--- src/hw/stpfc_params.svh ---
// offsets, field positions, reset values and timing counts of the stepper indexer
`ifndef STPFC_PARAMS_SVH
`define STPFC_PARAMS_SVH

`define STPFC_REG_CTRL 8'h00
`define STPFC_REG_STATUS 8'h04
`define STPFC_REG_PHASE 8'h08

`define STPFC_CTRL_ENABLE 0
`define STPFC_CTRL_RUN 1
`define STPFC_CTRL_DIR 2
`define STPFC_CTRL_AUTO 3
`define STPFC_CTRL_MODE_LO 4
`define STPFC_CTRL_MODE_HI 6
`define STPFC_CTRL_RESET 32'h0000_0000

`define STPFC_INIT_POS 6'h00
`define STPFC_FULL_INIT_POS 6'h38
`define STPFC_QUARTER_TURN 6'h10
`define STPFC_IDX_FULL 5'h10

`define STPFC_CLK_PERIOD_NS 25
`define STPFC_OC_MASK_NS 4000
`define STPFC_OC_MASK_CYC ((`STPFC_OC_MASK_NS + `STPFC_CLK_PERIOD_NS - 1) / `STPFC_CLK_PERIOD_NS)
`define STPFC_BLANK_NS 200000
`define STPFC_BLANK_CYC ((`STPFC_BLANK_NS + `STPFC_CLK_PERIOD_NS - 1) / `STPFC_CLK_PERIOD_NS)
`define STPFC_OC_OFF_NS 500000
`define STPFC_OC_OFF_CYC ((`STPFC_OC_OFF_NS + `STPFC_CLK_PERIOD_NS - 1) / `STPFC_CLK_PERIOD_NS)

`endif

--- src/hw/stpfc_pkg.sv ---
// types shared by the stepper indexer modules
package stpfc_pkg;
	typedef enum logic [2:0] {
		MODE_STANDBY,
		MODE_FULL,
		MODE_HALF_A,
		MODE_HALF_B,
		MODE_QUARTER,
		MODE_EIGHTH,
		MODE_SIXTEENTH
	} stpfc_mode_t;

	typedef enum logic [1:0] {
		TH_OK,
		TH_SHUT,
		TH_ARM,
		TH_ALIGN
	} stpfc_th_t;

	typedef enum logic [1:0] {
		OC_OK,
		OC_SHUT,
		OC_OFF
	} stpfc_oc_t;

	typedef struct packed {
		logic [7:0] cnt;
		logic trip;
	} stpfc_filt_state_t;

	typedef struct packed {
		logic [9:0] data_a;
		logic [9:0] data_b;
	} stpfc_rom_state_t;
endpackage

--- src/hw/stpfc_indexer.sv ---
// stepper indexer with fault shutdown, lockout, standby and AHB-Lite control registers
//
// Notes on behaviour
// - latch mode holds a thermal or over-current shutdown until reset or enable toggle.
// - auto mode leaves a thermal or over-current shutdown on its own.
// - in standby thermal always auto-returns and over-current detection is off.
// - with either supply below protection threshold, no thermal or over-current protection.
// - thermal auto return resumes at a charge start, second chop start after clear.
// - a shutdown acts like enable low; counter keeps running meanwhile.
// - any single switch over-current turns all switches off and holds them off.
// - over-current shorter than about four microseconds is ignored.
// - in auto mode outputs come back after the over-current off period.
// - undervoltage on either supply turns outputs off, forces initial state, auto resumes.
// - fault flag pulled low while thermal or over-current shutdown is active.
// - home flag pulled low while indexer sits at the initial state.
// - mode bits decode 001 full, 010 half A, 011 half B, 100/101/110 finer.
// - any change of step mode restarts from the initial state.
// - set points come from a seventeen-entry sine table, zero to full scale.
// - each rising step clock edge moves one position of the selected mode.
// - outputs off while enable low, driven while enable high.
// - enable low, run low: outputs off, current setting held at initial state.
// - enable low, run high: outputs off, counter still follows step edges.
// - enable high, run low: initial currents driven, phase A full scale.
// - enable high, run high: currents follow the step counter.
// - all mode bits equal means standby: only protection runs, home flag released.
// - for about 200 us after standby release control inputs are ignored.
// - initial state is A full; B negative full in full step, else zero.
// - direction low is clockwise, high counter-clockwise.
//
// Implementation choices: the register addresses and the AHB-Lite slave port.
`timescale 1ns/1ps
`include "stpfc_params.svh"
module stpfc_indexer #(
	parameter int BLANK_CYCLES = `STPFC_BLANK_CYC,
	parameter int OC_OFF_CYCLES = `STPFC_OC_OFF_CYC
) (
	input wire logic hclk,
	input wire logic hresetn,
	input wire logic ce,
	input wire logic hsel,
	input wire logic [31:0] haddr,
	input wire logic [1:0] htrans,
	input wire logic hwrite,
	input wire logic [2:0] hsize,
	input wire logic [31:0] hwdata,
	input wire logic hready,
	output logic [31:0] hrdata,
	output logic hreadyout,
	output logic hresp,
	input wire logic step_clk,
	input wire logic thermal_hot,
	input wire logic [7:0] oc_switch,
	input wire logic chop_charge_start,
	input wire logic prot_supply_ok_a,
	input wire logic prot_supply_ok_b,
	input wire logic undervoltage_lockout_a,
	input wire logic undervoltage_lockout_b,
	output logic bridge_en,
	output logic [9:0] phase_a_level,
	output logic phase_a_neg,
	output logic [9:0] phase_b_level,
	output logic phase_b_neg,
	output logic fault_flag_o,
	output logic fault_flag_oe,
	output logic home_position_flag_o,
	output logic home_position_flag_oe
);
	import stpfc_pkg::*;

	typedef struct packed {
		logic ctrl_en;
		logic ctrl_run;
		logic ctrl_dir;
		logic ctrl_auto;
		logic [2:0] ctrl_mode;
		logic en_q;
		logic step_q;
		stpfc_mode_t mode_q;
		logic [15:0] blank_cnt;
		stpfc_th_t th;
		stpfc_oc_t oc;
		logic [15:0] oc_cnt;
		logic [5:0] pos;
		logic a_neg_p;
		logic b_neg_p;
		logic [9:0] a_level;
		logic a_neg;
		logic [9:0] b_level;
		logic b_neg;
		logic bridge_en;
		logic fault_oe;
		logic home_oe;
		logic [31:0] hrdata;
		logic hready;
		logic pend;
		logic pwrite;
		logic [7:0] paddr;
	} stpfc_state_t;

	stpfc_state_t st;
	stpfc_state_t next_st;

	logic oc_trip;
	logic [4:0] rom_addr_a;
	logic [4:0] rom_addr_b;
	logic [9:0] rom_data_a;
	logic [9:0] rom_data_b;

	function automatic stpfc_mode_t decode_mode(input logic [2:0] sel);
		case (sel)
			3'b001: decode_mode = MODE_FULL;
			3'b010: decode_mode = MODE_HALF_A;
			3'b011: decode_mode = MODE_HALF_B;
			3'b100: decode_mode = MODE_QUARTER;
			3'b101: decode_mode = MODE_EIGHTH;
			3'b110: decode_mode = MODE_SIXTEENTH;
			default: decode_mode = MODE_STANDBY;
		endcase
	endfunction

	function automatic logic [5:0] stride_of(input stpfc_mode_t m);
		case (m)
			MODE_FULL: stride_of = 6'h10;
			MODE_HALF_A: stride_of = 6'h08;
			MODE_HALF_B: stride_of = 6'h08;
			MODE_QUARTER: stride_of = 6'h04;
			MODE_EIGHTH: stride_of = 6'h02;
			default: stride_of = 6'h01;
		endcase
	endfunction

	function automatic logic [5:0] init_pos(input stpfc_mode_t m);
		// full step starts at -45 degrees so both phases sit at full scale
		init_pos = (m == MODE_FULL) ? `STPFC_FULL_INIT_POS : `STPFC_INIT_POS;
	endfunction

	// cosine of a 64-step electrical turn: {negative, table index}
	function automatic logic [5:0] phase_of(input logic [5:0] p);
		logic [3:0] k;
		logic [4:0] idx;
		logic neg;
		k = p[3:0];
		idx = 5'h00;
		neg = 1'b0;
		case (p[5:4])
			2'h0: begin
				idx = `STPFC_IDX_FULL - {1'b0, k};
			end
			2'h1: begin
				idx = {1'b0, k};
				neg = (k != 4'h0);
			end
			2'h2: begin
				idx = `STPFC_IDX_FULL - {1'b0, k};
				neg = 1'b1;
			end
			default: begin
				idx = {1'b0, k};
			end
		endcase
		phase_of = {neg, idx};
	endfunction

	// two-level modes clamp every non-zero set point to full scale
	function automatic logic [4:0] rom_index(input stpfc_mode_t m, input logic [4:0] idx);
		if ((m == MODE_FULL || m == MODE_HALF_B) && idx != 5'h00) begin
			rom_index = `STPFC_IDX_FULL;
		end else begin
			rom_index = idx;
		end
	endfunction

	stpfc_mode_t mode;
	logic standby;
	logic hold;
	logic undervoltage_lockout;
	logic prot_on;
	logic auto_ret;
	logic en_rise;
	logic step_rise;
	logic oc_any;
	logic oc_arm;
	logic [5:0] pa;
	logic [5:0] pb;
	logic [5:0] init;

	always_comb begin
		mode = decode_mode(st.ctrl_mode);
		standby = (mode == MODE_STANDBY);
		// release cycle and blanking window ignore control inputs
		hold = standby || st.mode_q == MODE_STANDBY || st.blank_cnt != 16'h0000;
		undervoltage_lockout = undervoltage_lockout_a | undervoltage_lockout_b;
		prot_on = prot_supply_ok_a & prot_supply_ok_b;
		auto_ret = st.ctrl_auto | standby;
		en_rise = st.ctrl_en & ~st.en_q;
		step_rise = step_clk & ~st.step_q;
		oc_any = |oc_switch;
		oc_arm = prot_on & ~undervoltage_lockout & ~standby;
		init = init_pos(mode);
		pa = phase_of(st.pos);
		pb = phase_of(st.pos - `STPFC_QUARTER_TURN);
		rom_addr_a = rom_index(st.mode_q, pa[4:0]);
		rom_addr_b = rom_index(st.mode_q, pb[4:0]);
	end

	always_comb begin
		next_st = st;
		next_st.en_q = st.ctrl_en;
		next_st.step_q = step_clk;
		next_st.mode_q = mode;

		// bus slave: one wait state, data phase resolved on the pending cycle
		if (st.pend) begin
			next_st.pend = 1'b0;
			next_st.hready = 1'b1;
			if (st.pwrite) begin
				if (st.paddr == `STPFC_REG_CTRL) begin
					next_st.ctrl_en = hwdata[`STPFC_CTRL_ENABLE];
					next_st.ctrl_run = hwdata[`STPFC_CTRL_RUN];
					next_st.ctrl_dir = hwdata[`STPFC_CTRL_DIR];
					next_st.ctrl_auto = hwdata[`STPFC_CTRL_AUTO];
					next_st.ctrl_mode = hwdata[`STPFC_CTRL_MODE_HI:`STPFC_CTRL_MODE_LO];
				end
			end else begin
				case (st.paddr)
					`STPFC_REG_CTRL: next_st.hrdata = {25'h0, st.ctrl_mode, st.ctrl_auto,
						st.ctrl_dir, st.ctrl_run, st.ctrl_en};
					`STPFC_REG_STATUS: next_st.hrdata = {18'h0, st.pos, 1'b0, st.home_oe,
						st.bridge_en, hold, standby, undervoltage_lockout, st.oc != OC_OK, st.th != TH_OK};
					`STPFC_REG_PHASE: next_st.hrdata = {5'h0, st.b_neg, st.b_level, 5'h0,
						st.a_neg, st.a_level};
					default: next_st.hrdata = 32'h0000_0000;
				endcase
			end
		end else if (hsel && htrans[1] && hready) begin
			next_st.pend = 1'b1;
			next_st.hready = 1'b0;
			next_st.pwrite = hwrite;
			next_st.paddr = haddr[7:0];
		end

		if (standby) begin
			next_st.blank_cnt = 16'h0000;
		end else if (st.mode_q == MODE_STANDBY) begin
			next_st.blank_cnt = 16'(BLANK_CYCLES);
		end else if (st.blank_cnt != 16'h0000) begin
			next_st.blank_cnt = st.blank_cnt - 16'h0001;
		end

		// lockout also plays the part of a power cycle for latched faults
		if (!prot_on || undervoltage_lockout) begin
			next_st.th = TH_OK;
		end else begin
			case (st.th)
				TH_OK: begin
					if (thermal_hot) next_st.th = TH_SHUT;
				end
				TH_SHUT: begin
					if (!thermal_hot && auto_ret) begin
						next_st.th = TH_ARM;
					end else if (!thermal_hot && en_rise) begin
						next_st.th = TH_OK;
					end
				end
				TH_ARM: begin
					if (thermal_hot) begin
						next_st.th = TH_SHUT;
					end else if (chop_charge_start) begin
						next_st.th = TH_ALIGN;
					end
				end
				TH_ALIGN: begin
					if (thermal_hot) begin
						next_st.th = TH_SHUT;
					end else if (chop_charge_start) begin
						next_st.th = TH_OK;
					end
				end
				default: next_st.th = TH_OK;
			endcase
		end

		if (!oc_arm) begin
			next_st.oc = OC_OK;
			next_st.oc_cnt = 16'h0000;
		end else begin
			case (st.oc)
				OC_OK: begin
					next_st.oc_cnt = 16'h0000;
					if (oc_trip) next_st.oc = auto_ret ? OC_OFF : OC_SHUT;
				end
				OC_SHUT: begin
					if (auto_ret) begin
						next_st.oc = OC_OFF;
					end else if (en_rise && !oc_any) begin
						next_st.oc = OC_OK;
					end
				end
				OC_OFF: begin
					next_st.oc_cnt = st.oc_cnt + 16'h0001;
					if (st.oc_cnt == 16'(OC_OFF_CYCLES - 1)) begin
						next_st.oc = OC_OK;
					end
				end
				default: next_st.oc = OC_OK;
			endcase
		end

		// the counter keeps running through enable low and shutdowns
		if (undervoltage_lockout || hold || !st.ctrl_run || mode != st.mode_q) begin
			next_st.pos = init;
		end else if (step_rise) begin
			if (st.ctrl_dir) begin
				next_st.pos = st.pos - stride_of(mode);
			end else begin
				next_st.pos = st.pos + stride_of(mode);
			end
		end

		next_st.a_neg_p = pa[5];
		next_st.b_neg_p = pb[5];
		next_st.a_level = rom_data_a;
		next_st.a_neg = st.a_neg_p;
		next_st.b_level = rom_data_b;
		next_st.b_neg = st.b_neg_p;

		next_st.bridge_en = st.ctrl_en && !hold && !undervoltage_lockout && next_st.th == TH_OK
			&& next_st.oc == OC_OK;
		next_st.fault_oe = (next_st.th != TH_OK) || (next_st.oc != OC_OK);
		next_st.home_oe = !standby && next_st.pos == init;
	end

	always_ff @(posedge hclk or negedge hresetn) begin
		if (!hresetn) begin
			st <= '0;
			st.hready <= 1'b1;
		end else if (ce) begin
			st <= next_st;
		end
	end

	stpfc_oc_filter u_oc_filter (
		.hclk(hclk),
		.hresetn(hresetn),
		.ce(ce),
		.arm(oc_arm),
		.raw(oc_any),
		.trip(oc_trip)
	);

	stpfc_sine_rom u_sine_rom (
		.hclk(hclk),
		.hresetn(hresetn),
		.ce(ce),
		.addr_a(rom_addr_a),
		.addr_b(rom_addr_b),
		.data_a(rom_data_a),
		.data_b(rom_data_b)
	);

	assign hrdata = st.hrdata;
	assign hreadyout = st.hready;
	assign hresp = 1'b0;
	assign bridge_en = st.bridge_en;
	assign phase_a_level = st.a_level;
	assign phase_a_neg = st.a_neg;
	assign phase_b_level = st.b_level;
	assign phase_b_neg = st.b_neg;
	// open-drain pins only ever pull low
	assign fault_flag_o = 1'b0;
	assign fault_flag_oe = st.fault_oe;
	assign home_position_flag_o = 1'b0;
	assign home_position_flag_oe = st.home_oe;
endmodule

--- src/hw/stpfc_oc_filter.sv ---
// noise mask on the combined over-current indication
`timescale 1ns/1ps
`include "stpfc_params.svh"
module stpfc_oc_filter (
	input wire logic hclk,
	input wire logic hresetn,
	input wire logic ce,
	input wire logic arm,
	input wire logic raw,
	output logic trip
);
	import stpfc_pkg::*;

	localparam logic [7:0] MASK_CYC = 8'(`STPFC_OC_MASK_CYC);

	stpfc_filt_state_t st;
	stpfc_filt_state_t next_st;

	always_comb begin
		next_st = st;
		if (!arm || !raw) begin
			next_st.cnt = 8'h00;
			next_st.trip = 1'b0;
		end else begin
			// a glitch shorter than the mask restarts the count from zero
			if (st.cnt != MASK_CYC) begin
				next_st.cnt = st.cnt + 8'h01;
			end
			next_st.trip = (st.cnt == MASK_CYC);
		end
	end

	always_ff @(posedge hclk or negedge hresetn) begin
		if (!hresetn) begin
			st <= '0;
		end else if (ce) begin
			st <= next_st;
		end
	end

	assign trip = st.trip;
endmodule

--- src/hw/stpfc_sine_rom.sv ---
// two-port sine level table in tenths of a percent, registered read data
`timescale 1ns/1ps
`include "stpfc_params.svh"
module stpfc_sine_rom (
	input wire logic hclk,
	input wire logic hresetn,
	input wire logic ce,
	input wire logic [4:0] addr_a,
	input wire logic [4:0] addr_b,
	output logic [9:0] data_a,
	output logic [9:0] data_b
);
	import stpfc_pkg::*;

	stpfc_rom_state_t st;
	stpfc_rom_state_t next_st;

	function automatic logic [9:0] sine_level(input logic [4:0] idx);
		case (idx)
			5'h00: sine_level = 10'h000;
			5'h01: sine_level = 10'h062;
			5'h02: sine_level = 10'h0C3;
			5'h03: sine_level = 10'h122;
			5'h04: sine_level = 10'h17F;
			5'h05: sine_level = 10'h1D7;
			5'h06: sine_level = 10'h22C;
			5'h07: sine_level = 10'h27A;
			5'h08: sine_level = 10'h2C3;
			5'h09: sine_level = 10'h305;
			5'h0A: sine_level = 10'h33F;
			5'h0B: sine_level = 10'h372;
			5'h0C: sine_level = 10'h39C;
			5'h0D: sine_level = 10'h3BD;
			5'h0E: sine_level = 10'h3D5;
			5'h0F: sine_level = 10'h3E3;
			default: sine_level = 10'h3E8;
		endcase
	endfunction

	always_comb begin
		next_st = st;
		next_st.data_a = sine_level(addr_a);
		next_st.data_b = sine_level(addr_b);
	end

	always_ff @(posedge hclk or negedge hresetn) begin
		if (!hresetn) begin
			st <= '0;
		end else if (ce) begin
			st <= next_st;
		end
	end

	assign data_a = st.data_a;
	assign data_b = st.data_b;
endmodule

--- config.mk ---
export PLATFORM = sky130hd
export DESIGN_NAME = stpfc_indexer
export DESIGN_NICKNAME = d
export VERILOG_FILES = /design/src/hw/stpfc_pkg.sv /design/src/hw/stpfc_indexer.sv /design/src/hw/stpfc_oc_filter.sv /design/src/hw/stpfc_sine_rom.sv
export VERILOG_INCLUDE_DIRS = /design/src /design/src/hw
export SDC_FILE = /design/constraint.sdc
export NUM_CORES = 1
export LEC_CHECK = 0
export BUFFER_PORTS_ARGS = -buffer_cell sky130_fd_sc_hd__buf_2
export CAP_MARGIN = 10
export CORE_ASPECT_RATIO = 0.75
export CORE_MARGIN = 3
export CORE_UTILIZATION = 44
export DETAILED_ROUTE_END_ITERATION = 8
export GPL_TIMING_DRIVEN = 0
export PLACE_DENSITY_LB_ADDON = 0.12
export SYNTH_ARGS = -nofsm -noshare
export SYNTH_HDL_FRONTEND = slang
export SYNTH_HIERARCHICAL = 1
export SYNTH_SLANG_ARGS = --single-unit
--- constraint.sdc ---
create_clock -name hclk -period 3.1 [get_ports hclk]
set_input_delay 0.62 -clock hclk [delete_from_list [all_inputs] [get_ports hclk]]
set_output_delay 0.62 -clock hclk [all_outputs]
set_load 0.01 [all_outputs]
**Word-level counts from Yosys, hierarchy flattened**

Memories as Yosys holds them, arrays and structs flattened.
Index checks and enable logic that the tools add are counted.
Widths: inputs -> output; s select.

- Word-level logic and storage cells: 190
- Memories kept: 2
- Output and inout port bits: 61
- Bits in registers: 153
- Bits in read-only memories: 320

Memories:

| memory | words | bits a word | rd ports | clocked after Yosys merged registers in | write ports | RTL line | text |
|---|---|---|---|---|---|---|---|
| (no name shown) | 16 | 10 | 1 | 0 | 0 | stpfc_sine_rom.sv:19 | `case (idx)` |
| (no name shown) | 16 | 10 | 1 | 0 | 0 | stpfc_sine_rom.sv:19 |  |

- Mux-type cells: 45
- Bitwise operators: 13
- Add/sub/neg operators: 8
- Equality and inequality tests: 30
- Reduce and logical (&&, ||, !) cells: 61

Operator list:

| kind | number |
|---|---|
| $pmux 27 s3 | 1 |
| $mux 6 | 10 |
| $mux 16 | 3 |
| $pmux 16 s2 | 1 |
| $mux 2 | 14 |
| $mux 10 | 2 |
| $mux 5 | 4 |
| $pmux 5 s4 | 1 |
| $mux 18 | 1 |
| $pmux 3 s6 | 1 |
| $add 16x1->16 const B | 1 |
| $eq 16x15->1 const B | 1 |
| $reduce_bool 16->1 | 1 |
| $sub 16x1->16 const B | 1 |
| $eq 3x2->1 const B | 5 |
| $eq 3x3->1 const B | 5 |
| $logic_and 1x1->1 | 12 |
| $logic_not 2->1 | 6 |
| $reduce_bool 2->1 | 6 |
| $mux 11 | 1 |
| $eq 2x2->1 const B | 5 |
| $reduce_bool 5->1 | 2 |
| $sub 5x4->5 const A | 2 |
| $eq 3x1->1 const B | 3 |
| 31 further kinds | 68 |

**Logic depth before layout (Yosys ltp)**

Gate-level depths: netlist of the first run.

- Depth after elaboration: 15
- Gate-level depth with buffers: 11

**By module**

The synthesis of the first run kept the hierarchy.

Modules (own cells, without submodules):

| module | sequential area each (um^2) | times used | cells an instance | area each (um^2) |
|---|---|---|---|---|
| stpfc_indexer | 2,929.1 | 1 | 705 | 6,610.1 |
| stpfc_sine_rom | 500.5 | 1 | 151 | 1,425.1 |
| stpfc_oc_filter | 225.2 | 1 | 51 | 504.2 |

**Least setup slack after synthesis of the first run**

Ideal clock, no wire load.

- Path kind: reg2reg
- Start point: register st[117] (netlist bit)
- End point: register st (netlist bit home_position_flag_oe)
- Clock period less this slack: 2.860 ns
- Stages on the path, launching flop included: 11
- Required time: 2.951 ns
- Library setup time: 0.149 ns
- Arrival: 2.712 ns
- Slack: 0.240 ns
- Cells stage by stage: dfrtp_1 -> buf_2 -> or2_2 -> maj3_1 -> ha_1 -> nor2_1 -> a211oi_1 -> nor2_1 -> o311ai_0 -> nand4b_1 -> a41oi_1

- Cells in the longest elaborated chain, start to end: 14
- Elaborated cells on any way between the ends: 36

Ends and longest elaborated chain:

| element | RTL line | text |
|---|---|---|
| start, declared | stpfc_indexer.sv:100 | `stpfc_state_t st;` |
| start signal, assigned | stpfc_indexer.sv:338 | `st <= next_st;` |
| $eq 3x3->1, or another cell as far along | stpfc_indexer.sv:110 | `case (sel)` |
| $pmux 3 s6 (*) | stpfc_indexer.sv:110 |  |
| $eq 3x2->1 | stpfc_indexer.sv:122 | `case (m)` |
| $reduce_or 2->1 (no source line) | -- |  |
| $pmux 5 s4 | stpfc_indexer.sv:122 |  |
| $mux 6 | stpfc_indexer.sv:313 | `if (st.ctrl_dir) begin` |
| $mux 6 | stpfc_indexer.sv:312 | `end else if (step_rise) begin` |
| $mux 6 | stpfc_indexer.sv:310 | `if (undervoltage_lockout \|\| hold \|\| !st.ctrl_run \|\| mode != st.mode_q) begin` |
| $add 6x6->6 or $sub 6x6->6 (tied branches) | stpfc_indexer.sv:316, stpfc_indexer.sv:314 |  |
| $mux 6 | stpfc_indexer.sv:313 |  |
| $mux 6 | stpfc_indexer.sv:312 |  |
| $mux 6 | stpfc_indexer.sv:310 |  |
| $eq 6x6->1 | stpfc_indexer.sv:330 | `next_st.home_oe = !standby && next_st.pos == init;` |
| $logic_and 1x1->1 (*) | stpfc_indexer.sv:330 |  |

Every way passes the cells marked *; elsewhere a longest branch is shown, timed or not. The select of a mux whose other input is x is not followed.
A chain may end at the register's enable or synchronous reset.

**Final worst setup path of the first run**

- Start point: register st[74] (netlist bit)
- End point: register u_sine_rom.st (netlist bit u_sine_rom/data_a[2])

- Cells in the longest elaborated chain, start to end: 8
- Elaborated cells on any way between the ends: 9

Ends and longest elaborated chain:

| element | RTL line | text |
|---|---|---|
| $eq 2x2->1 or $logic_not 2->1 (tied branches) | stpfc_indexer.sv:145 | `case (p[5:4])` |
| $reduce_or 2->1 (no source line) (*) | -- |  |
| $mux 5 (*) | -- |  |
| $reduce_bool 5->1 | stpfc_indexer.sv:166 | `if ((m == MODE_FULL \|\| m == MODE_HALF_B) && idx != 5'h00) begin` |
| $logic_and 1x1->1 | stpfc_indexer.sv:166 |  |
| $mux 5 (*) | stpfc_indexer.sv:166 |  |
| named net rom_addr_a[0] | stpfc_indexer.sv:104 | `logic [4:0] rom_addr_a;` |
| $mem_v2 16x10 (*) | -- |  |
| $mux 10 (*) | stpfc_sine_rom.sv:19 |  |
| end signal, assigned | stpfc_sine_rom.sv:50 | `st <= next_st;` |
| end, declared | stpfc_sine_rom.sv:15 | `stpfc_rom_state_t st;` |

The timed path passes the listed nets; every way through them passes the cells marked *.

==> key figures, run 1 <==
Layout
  – Post-route insts no fill: 1282
  – Most frequent cells in the layout: dfrtp_1 (144), nand2_1 (112), buf_2 (91), o21ai_0 (62), nor2_1 (61)
  – FILL cells: around 1700
  – Area of the multi-input gates: between 4000 and 5000 µm²
  – Final instance area: 10100 µm²
  – Share of cells above drive strength 1: 25.3%
  – Final #Nets: around 1100
  – Utilization after layout: between 50% and 60%
  – Area Overhead vs Synth: 17.9%
  – Storage cell area: 3660 µm²
  – Diode count: 0
  – Most common cell after layout, fill and taps aside: dfrtp_1

Routing
  – Routed vias: 6997
  – Initial DRC count: a little under 700
  – Wire per inst: around 17 µm
  – Number of vias per cell: 5.46
  – ANT nets after route: 0
  – First-pass iteration count of the detailed router: 5
  – Post-route DRC: 0
  – Drt total wl: 21800 µm

Worst setup path
  – FF-to-FF Start: st[74]
  – Worst r2r dst: u_sine_rom/data_a[2]
  – CP Launch Type: flip-flop
  – Crit Path Class: reg -> reg
  – Slowest-stage cell, CP: dfrtp_1
  – Crit path max-delay family: compound AO/OA/AOI/OAI gates
  – Worst endpoint required time: 3.43 ns
  – Buf+Inv Stages, Crit Path: 2
  – Worst-path cell chain: inv_1, ha_1, o31ai_1, a21oi_1, nor2_2, inv_1, ha_1, nand2b_1, and3_1, o41ai_2
  – R2R Setup Slk: 0.19 ns
  – Crit path arrival time: about 3.2 ns
  – CP Capture Type: flip-flop
  – Reg2reg path depth: 10
  – CP max stage delay: between 0.5 and 0.6 ns
  – Worst Path Max Fanout: 8

Global routing
  – Global-route wire length before repair: 35700 µm
  – Vias in the first global route: 6620
  – GRT Total Usage: a little over a fifth
  – Global route total overflow: 0
  – Initial antenna violation count: 0
  – Largest net degree at the start of global routing: 77

Place
  – Placed cells: about 1300
  – Post-DP HPWL: between 15000 and 20000 µm
  – Post-DP Area: between 9000 and 10000 µm²
  – Port Buffer Count: just under 90
  – RD Place Congestion: between 0.8 and 0.9
  – Placement Setup Slack: -0.341 ns

Timing
  – Max-slew violation count: 0
  – Worst slew pin tran: about 0.81 ns
  – Slew headroom: 45.6%
  – Worst setup margin: 0.188 ns
  – Fin Clk Skew: 0.0156 ns
  – Final setup vio count: 0
  – Final Cycle Share: 93.9%
  – RSZ-0062 raised after global routing: false
  – Fin crit period: 2.91 ns
  – Final-report hold violation count: 0
  – Max Fclk: approximately 340 MHz

CTS
  – CTS clock-pin slew for the worst setup and hold paths: approximately 0.070 ns
  – Worst-Skew Late Latency: between 0.4 and 0.5 ns
  – TritonCTS clock tree: yes
  – Total clock sinks: roughly 150
  – Clock buffer depth: 2
  – Total CTS buffers: 17
  – CTS H-tree lvls: 4
  – CTS Root Cell: clkbuf_16
  – Setup bufs post-CTS: 0

Synth
  – YS warnings: 6
  – Synth top area share: 42.5%
  – Main synth FF type: dfrtp_1
  – Mapped Area: roughly 8500 µm²
  – Synth top area cells: dfrtp_1 (42%), buf_4 (5.0%), nand2_1 (4.9%)
  – Syn_area_per_cell: approximately 9.4 µm²
  – Sequential share of the synthesized area: 42.8%
  – Area leader, netlist: dfrtp_1
  – Netlist cell types: 83
  – Synth async-reset ratio: 100%
  – EDFF count, synth: 0
  – Cells after Synth: a little over 900
  – Synth Register Bits: 146

Floorplanning
  – Die Ht: ~130 µm
  – Die X: 167 µm
  – CORE AREA: about 19000 µm²
  – Num ports: between 150 and 200
  – # rows: between 40 and 50
  – Die area: approximately 21000 µm²
  – Starting density of the core: approximately 45%

Power and ir drop
  – Leakage power: 4.63 nW
  – Pwr Total: 5.45 mW
  – Pwr Density: around 540 nW/µm²
  – Worst VDD drop: ~0.34 mV

Worst hold path
  – Hold/Removal Path Class: in -> async

Run
  – Max_cap viols: 0

Run status
  – Outcome: completed
[what timing repair did]
item,in CTS,in global routing
hold buffers,0,0
setup endpoints to repair,6,11
cloned,0,0
pin swaps,0,3
gates resized for setup,6,17
[synthesized netlist by cell type (19+ instances only)]
cell type  count
dfrtp_1      145
nand2_1      112
nor2_1        65
o21ai_0       62
buf_4         57
a21oi_1       39
mux2_2        33
ha_1          31
clkbuf_1      28
inv_1         26
nand3_1       24
o31ai_1       20
a31oi_1       19
[per-layer routing]
| layer | routed length, µm | track usage, % | share of wire, % |
|---|---|---|---|
| met1 | 11600 | 33.8 | 54 |
| met2 | 8710 | 28.6 | 40 |
| met3 | 1210 | 4.49 | 5.6 |
| met4 | 196 | 4.46 | 0.90 |
| met5 | 0 | 0 | 0 |
[metrics by stage]
step	hold slack [ns]	TNS (ns)
floorplan	0.324	0
finish	0.179	0
global route	0.234	0
detailed placement	0.458	-0.860
CTS	0.207	0
global placement	0.461	-120.49
[power breakdown]
part | internal [mW] | switching, mW
Sequential | 2.07 | 0.160
Combinational | 0.419 | 0.553
Clock | 1.38 | 0.872
[state kept, by name, summed over array words and instances (netlist names)]
| signal | cells |
|---|---|
| st | 63 |
| hrdata | 25 |
| phase_a_level | 10 |
| phase_b_level | 10 |
| u_sine_rom/data_a | 10 |
| u_sine_rom/data_b | 10 |
| u_oc_filter/st | 8 |
| next_st | 3 |
| bridge_en | 1 |
| fault_flag_oe | 1 |
| home_position_flag_oe | 1 |
| hreadyout | 1 |
| phase_a_neg | 1 |
| phase_b_neg | 1 |
| u_oc_filter/trip | 1 |
[final cells by class]
type | count | share of cell area [%]
Multi-Input combinational cell | 648 | 42.8
Sequential cell | 146 | 36.3
Buffer | 93 | 5.79
Timing Repair Buffer | 88 | 4.66
Clock buffer | 19 | 4.40
Tap cell | 247 | 3.07
Clock inverter | 13 | 1.95
Inverter | 28 | 1.04
[worst max-delay path by stage]
stage / from / end / cells past startpoint / slack (ns)
finish: st[74] / u_sine_rom/data_a[2] / 10 / 0.19
global placement: hresetn / u_sine_rom/data_b[1] / 1 / -0.84
detailed placement: st[118] / home_position_flag_oe / 10 / -0.34
global route: st[74] / u_sine_rom/data_a[7] / 11 / 0.03
floorplan: st[117] / home_position_flag_oe / 10 / 0.24
CTS: st[71] / u_sine_rom/data_b[6] / 11 / 0.03
[cells by family (layout without fill, tap and decap cells)]
group,after synthesis,after routing,synth area share (%)
multiplexers,48,48,6.29
other,1,10,0.0439
flip-flops,146,146,42.8
adder cells (fa/ha/maj),33,33,4.89
AND/OR/NAND/NOR,311,311,18.3
buffers and inverters,122,241,8.06
XOR/XNOR,17,17,1.74
AO/OA/AOI/OAI,229,229,17.9
Power figures use the tool's default switching activity.
==> run 2: changes to the inputs <==
Settings changed: CELL_PAD_IN_SITES_DETAIL_PLACEMENT set to 1, CELL_PAD_IN_SITES_GLOBAL_PLACEMENT set to 1, CORE_UTILIZATION 44 to 43.
==> run 2 against run 1 <==
  * Clock skew fell by 0.0058 ns
  * Fmax fell by 3.3%
  * Routed wire length rose by 15%
  * Critical path type unchanged
  * Sequential power barely moved
  * Largest power group is now sequential cells
  * Worst setup slack got worse by 0.099 ns
  * Cell count rose by 0.31%
==> key figures, run 2 (synthesized netlist as in run 1, its figures left out) <==
Floorplanning
  – # rows: 43 (unchanged)
  – Die Ht: 128 µm (+1.1%)
  – Num ports: 151 (unchanged)
  – Die area: 21600 µm² (+2.2%)
  – Die X: 169 µm (+1.1%)
  – CORE AREA: 19000 µm² (+1.1%)
  – Starting density of the core: 45.0% (-0.52 points)

Layout
  – Most frequent cells in the layout: dfrtp_1 (144), nand2_1 (112), buf_2 (91), o21ai_0 (62), nor2_1 (61)
  – Share of cells above drive strength 1: 25.7% (+0.38 points)
  – Biggest register: st
  – Most common cell after layout, fill and taps aside: dfrtp_1
  – Diode count: 0 (unchanged)
  – Final #Nets: 1148 (+0.35%)
  – Area Overhead vs Synth: 17.9% (about the same)
  – Max reg flops: 63 (unchanged)
  – FILL cells: 2208 (+31%)

Worst setup path
  – CP Launch Type: flip-flop
  – Reg2reg path depth: 10 (unchanged)
  – CP Capture Type: flip-flop
  – Worst Path Max Fanout: 10 (+2)
  – R2R Setup Slk: 0.09 ns (-0.10 ns)
  – Crit Path Class: reg -> reg
  – FF-to-FF Start: st[117]
  – Worst r2r dst: home_position_flag_oe
  – Crit. Startpoint: st[117]
  – Worst endpoint required time: 3.37 ns (-0.06 ns)
  – Crit path arrival time: 3.28 ns (+0.04 ns)

CTS
  – Clock buffer depth: 2 (unchanged)
  – Worst-Skew Late Latency: 0.43 ns (about the same)
  – Total CTS buffers: 17 (unchanged)
  – CTS H-tree lvls: 4 (unchanged)
  – TritonCTS clock tree: yes
  – CTS clock-pin slew for the worst setup and hold paths: 0.07 ns (about the same)
  – Total clock sinks: 146 (unchanged)
  – Hold Buf Count CTS: 0 (unchanged)
  – CTS Root Cell: clkbuf_16

Routing
  – Drt total wl: 25000 µm (+15%)
  – Initial DRC count: 476 (-31%)
  – Routed vias: 7231 (+3.3%)
  – Number of vias per cell: 5.62 (+3.0%)
  – Post-route DRC: 0 (unchanged)
  – Wire per inst: 19.5 µm (+15%)
  – ANT nets after route: 0 (unchanged)
  – First-pass iteration count of the detailed router: 5 (unchanged)

Power and ir drop
  – Worst VDD drop: 0.304 mV (-11%)
  – Leakage power: 4.62 nW (about the same)
  – Pwr Density: 531 nW/µm² (-2.0%)
  – Pwr Total: 5.34 mW (-2.0%)

Global routing
  – GRT Total Usage: 23.4% (+2.5 points)
  – Largest net degree at the start of global routing: 98 (+27%)
  – Initial antenna violation count: 0 (unchanged)
  – Vias in the first global route: 7279 (+10%)
  – Global-route wire length before repair: 40100 µm (+13%)
  – Global route total overflow: 0 (unchanged)

Timing
  – Fin crit period: 3.01 ns (+0.0988 ns)
  – Final Cycle Share: 97.1% (+3.2 points)
  – Max-slew violation count: 0 (unchanged)
  – Fin Clk Skew: 0.00976 ns (-0.00581 ns)
  – Hold WS: 0.123 ns (-0.0556 ns)
  – TNS Setup: 0 ns (unchanged)
  – Final-report hold violation count: 0 (unchanged)
  – Final setup vio count: 0 (unchanged)
  – Max Fclk: 332 MHz (-3.3%)
  – Worst setup margin: 0.0895 ns (-0.0988 ns)
  – Worst slew pin tran: 0.952 ns (+0.141 ns)
  – Slew headroom: 36.1% (-9.5 points)

Place
  – Placement Setup Slack: -0.395 ns (-0.0535 ns)
  – Post-DP HPWL: 17900 µm (+12%)
  – RD Place Congestion: 0.886 (+2.3%)
  – Port Buffer Count: 87 (unchanged)

Run status
  – Outcome: completed

Run
  – Max_cap viols: 0 (unchanged)

Worst hold path
  – Hold/Removal Path Class: in -> async
-- run 2: worst max-delay path by stage --
stage | end
finish | home_position_flag_oe
global route | home_position_flag_oe
CTS | home_position_flag_oe
detailed placement | home_position_flag_oe
global placement | u_oc_filter/st[1]
floorplan | home_position_flag_oe
-- run 2: final cells by class --
cell class	instances	area (µm²)	area share (%)
buffer	94	587	5.83
clock buffer	17	425	4.22
clock inverter	15	160	1.59
inverter	28	105	1.04
multi-input combinational	648	4340	43.1
sequential	146	3660	36.3
tap	247	309	3.07
timing repair buffer	91	492	4.88
-- run 2: metal layers --
metal	GRT usage, %	vias up	routed length [µm]
met5	0	-	0
met4	6.40	0	380
met3	5.09	27	1430
met2	35.1	178	10800
met1	34.5	3595	12400
li1	-	3431	-
-- run 2: worst max-delay path, cell delays in order (launching register included) --
cell and delay (ns):
dfrtp_2 0.45, clkbuf_4 0.20, or2_2 0.35, maj3_1 0.43, ha_4 0.27, nor2_4 0.15, a211oi_4 0.06, or4_1 0.51
o311ai_2 0.13, nand4b_1 0.17, a41oi_1 0.11
-- run 2: what timing repair did --
action / CTS / global route
buffers inserted: 0 / 3
endpoints found under the setup margin: 9 / 11
pin swaps: 0 / 1
resized for setup: 9 / 17
-- run 2: stage by stage --
step	utilization [%]	std cells	area, µm²
finish	53.0	1286	10100
CTS	52.5	1283	9970
global placement	49.1	1250	9320
global route	53.0	1286	10100
floorplan	-	916	8570
detailed placement	49.2	1251	9350
-- run 2: power by group --
part           internal (mW)  total [mW]  switching [mW]
logic                  0.426        1.02           0.599
clock network           1.15        2.10           0.955
registers               2.06        2.22           0.155
total                   3.64        5.34            1.71
==> run 3: changes to the inputs <==
Settings changed: SYNTH_HIERARCHICAL 1 to not set.
==> run 3 against run 2 <==
  * Core utilization is 0.53 points lower
  * Critical path depth increased by 2
  * Critical path type unchanged
  * Non-clock buffer count up 6
  * Largest cell class unchanged
  * Routed wire length fell by 3.9%
  * Global-route usage decreased by 0.39 points
  * Clock power fell by 3%
  * Sequential cell count is the same
  * Highest routed layer unchanged
==> key figures, run 3 <==
Run status
  – Outcome: completed

Place
  – Post-DP HPWL: 17200 µm (-3.6%)
  – RD Place Congestion: 0.845 (-4.6%)
  – Port Buffer Count: 86 (-1.1%)
  – Placed cells: 1244 (-0.56%)
  – Post-DP Area: 9120 µm² (-2.4%)

Timing
  – Slew headroom: 45.3% (+9.2 points)
  – Max-slew violation count: 0 (unchanged)
  – Max Fclk: 338 MHz (+1.6%)
  – Final Cycle Share: 95.6% (-1.6 points)
  – Final setup vio count: 0 (unchanged)
  – Fin crit period: 2.96 ns (-0.0483 ns)
  – Worst slew pin tran: 0.820 ns (-0.131 ns)
  – TNS Setup: 0 ns (unchanged)
  – Final-report hold violation count: 0 (unchanged)
  – RSZ-0062 raised after global routing: true
  – Fin Clk Skew: 0.0112 ns (+0.00147 ns)

Floorplanning
  – CORE AREA: 18700 µm² (-1.4%)
  – # rows: 43 (unchanged)
  – Num ports: 151 (unchanged)
  – Die area: 21100 µm² (-2.5%)
  – Starting density of the core: 44.4% (-0.55 points)
  – Die Ht: 126 µm (-1.3%)
  – Die X: 167 µm (-1.3%)

Layout
  – Most common cell after layout, fill and taps aside: dfrtp_1
  – Post-route insts no fill: 1281 (-0.39%)
  – Utilization after layout: 52.5% (-0.53 points)
  – Area Overhead vs Synth: 18.2%
  – FILL cells: 2207 (-0.045%)
  – Max reg flops: 63 (unchanged)
  – Biggest register: st
  – Most frequent cells in the layout: dfrtp_1 (145), nand2_1 (104), buf_2 (89), nor2_1 (73), o21ai_0 (70)
  – Share of cells above drive strength 1: 24.1% (-1.6 points)
  – Diode count: 0 (unchanged)
  – Final #Nets: 1135 (-1.1%)
  – Final instance area: 9830 µm² (-2.4%)

Global routing
  – GRT Total Usage: 23.1% (-0.39 points)
  – Vias in the first global route: 7128 (-2.1%)
  – Global route total overflow: 0 (unchanged)
  – Global-route wire length before repair: 39200 µm (-2.4%)
  – Largest net degree at the start of global routing: 77 (-21%)
  – Initial antenna violation count: 0 (unchanged)

Synth
  – Area leader, netlist: dfrtp_1
  – EDFF count, synth: 0 (unchanged)
  – YS warnings: 0 (-6)
  – Synth top area cells: dfrtp_1 (44%), mux2_2 (5.0%), buf_4 (5.0%)
  – Main combinational cell family by area after synthesis: simple AND/OR/NAND/NOR gates
  – Post-synth top cells: dfrtp_1 (145), nand2_1 (104), nor2_1 (76)
  – Cell with the most instances after synthesis: dfrtp_1
  – Post-synthesis adder-cell area fraction: 3.70% (-1.2 points)
  – Syn_area_per_cell: 9.23 µm² (-2.0%)
  – Simple-gate share of the synthesized area: 18.2% (-0.065 points)
  – Main synth FF type: dfrtp_1
  – Synth Register Bits: 146 (unchanged)
  – Netlist cell types: 72 (-13%)
  – Synth top area share: 43.6% (+1.1 points)
  – Mapped Area: 8320 µm² (-2.6%)
  – Multiplexer share of the synthesized area: 6.21% (-0.071 points)
  – Sequential share of the synthesized area: 44.0% (+1.2 points)
  – XOR/XNOR share of the synthesized area: 2.42% (+0.68 points)
  – Cells after Synth: 901 (-0.66%)
  – Synth async-reset ratio: 100% (unchanged)
  – Synth Area in Compound Gates: 17.1% (-0.77 points)

Routing
  – Routed vias: 7112 (-1.6%)
  – Number of vias per cell: 5.55 (-1.3%)
  – Drt total wl: 24100 µm (-3.9%)
  – First-pass iteration count of the detailed router: 5 (unchanged)
  – ANT nets after route: 0 (unchanged)
  – Initial DRC count: 440 (-7.6%)
  – Wire per inst: 18.8 µm (-3.5%)
  – Post-route DRC: 0 (unchanged)

Worst setup path
  – Setup crit end: home_position_flag_oe
  – Crit Path Class: reg -> reg
  – Reg2reg path depth: 12 (+2)
  – Slowest-stage cell, CP: dfrtp_1
  – Most used cell, CP: or3_1
  – CP Launch Type: flip-flop
  – Worst-path cell chain: or3_1, clkbuf_1, nand2_1, ha_1, fa_1, nor2b_1, o21a_1, or3_1, a31oi_2, and3_1, a31oi_1, o21ai_0
  – Crit path max-delay family: simple AND/OR/NAND/NOR gates
  – R2R Setup Slk: 0.14 ns (+0.05 ns)
  – Buf+Inv Stages, Crit Path: 1 (unchanged)
  – CP max stage delay: 0.40 ns (-0.11 ns)
  – WP depth: 12 (+2)
  – Worst r2r dst: home_position_flag_oe
  – Crit. Startpoint: st[118]
  – Worst Path Max Fanout: 6 (-4)
  – Worst endpoint required time: 3.45 ns (+0.08 ns)
  – CP Capture Type: flip-flop
  – Crit path arrival time: 3.32 ns (+0.04 ns)
  – FF-to-FF Start: st[118]

Worst hold path
  – Hold/Removal Path Class: in -> async

Power and ir drop
  – Pwr Density: 607 nW/µm² (+14%)
  – Leakage power: 4.50 nW (-2.7%)
  – Worst VDD drop: 0.404 mV (+33%)

CTS
  – Total clock sinks: 146 (unchanged)
  – Clock buffer depth: 2 (unchanged)
  – Worst-Skew Late Latency: 0.43 ns (about the same)
  – CTS H-tree lvls: 4 (unchanged)
  – TritonCTS clock tree: yes
  – CTS clock-pin slew for the worst setup and hold paths: 0.08 ns (about the same)
  – Hold Buf Count CTS: 0 (unchanged)
  – CTS Root Cell: clkbuf_16
  – Total CTS buffers: 17 (unchanged)

Run
  – Max_cap viols: 0 (unchanged)
## run 3: changes by cell type after synthesis, moves of 7 or more
cell      change
nand2_1       -8
clkbuf_1     +11
o22a_1        +8
nand3b_1      -7
o21ai_0       +9
nand4_1      +10
o31ai_1      -10
a31oi_1       -9
ha_1          -8
nor2_1       +11
## run 3: cell type report
cell class | instances | area (µm²) | area share, %
Multi-Input combinational cell | 636 | 4080 | 41.5
Tap cell | 247 | 309 | 3.14
Inverter | 29 | 109 | 1.11
Timing Repair Buffer | 92 | 502 | 5.10
Clock inverter | 15 | 149 | 1.51
Sequential cell | 146 | 3650 | 37.2
Clock buffer | 17 | 425 | 4.33
Buffer | 99 | 597 | 6.07
## run 3: cells by family after synthesis
| group | after synthesis |
|---|---|
| simple gates | 311 |
| compound gates | 221 |
| flops | 146 |
| buf+inv | 128 |
| mux | 47 |
| fa+ha+maj | 24 |
| xor+xnor | 23 |
| other cells | 1 |
## run 3: stage by stage
step | hold slack [ns] | setup slack (ns) | power [mW]
after floorplan | 0.324 | 0.309 | 3.42
after global placement | 0.461 | -0.834 | 3.87
after detailed placement | 0.467 | -0.202 | 3.92
after CTS | 0.220 | 0.0120 | 5.96
after global routing | 0.247 | -0.0597 | 6.30
final | 0.205 | 0.138 | 5.97
## run 3: worst min-delay path by stage
| stage | cells after the start | start | end |
|---|---|---|---|
| floorplan | 0 | hresetn | bridge_en |
| global placement | 2 | st[0] | st[0] |
| detailed placement | 2 | st[4] | st[4] |
| CTS | 1 | hresetn | st[88] |
| global route | 1 | hresetn | st[88] |
| finish | 1 | hresetn | st[88] |
## run 3: per-layer routing
layer | GRT usage (%) | vias up | share of wire, %
li1 | - | 3394 | -
met1 | 35.2 | 3535 | 52
met2 | 34.1 | 163 | 42
met3 | 4.39 | 20 | 4.5
met4 | 5.19 | 0 | 1.1
met5 | 0 | - | 0
## run 3: report_power, final
part,internal [mW],switching [mW]
Combinational,0.680,0.842
Sequential,2.16,0.255
Clock,1.06,0.962
## run 3: what timing repair did
action,in CTS,in global routing
buffers inserted,0,5
gates resized for setup,6,24
pin swaps,0,4
setup endpoints to repair,9,15
cloned,0,0
## run 3: worst reg2reg max path: cells and delay by family (launching register included)
kind,cells,cell delay (ns)
and+or+nand+nor,5,1.09
buffers and inverters,1,0.22
DFF,1,0.40
AOI/OAI and AO/OA,4,0.74
adders and majority gates,2,0.43
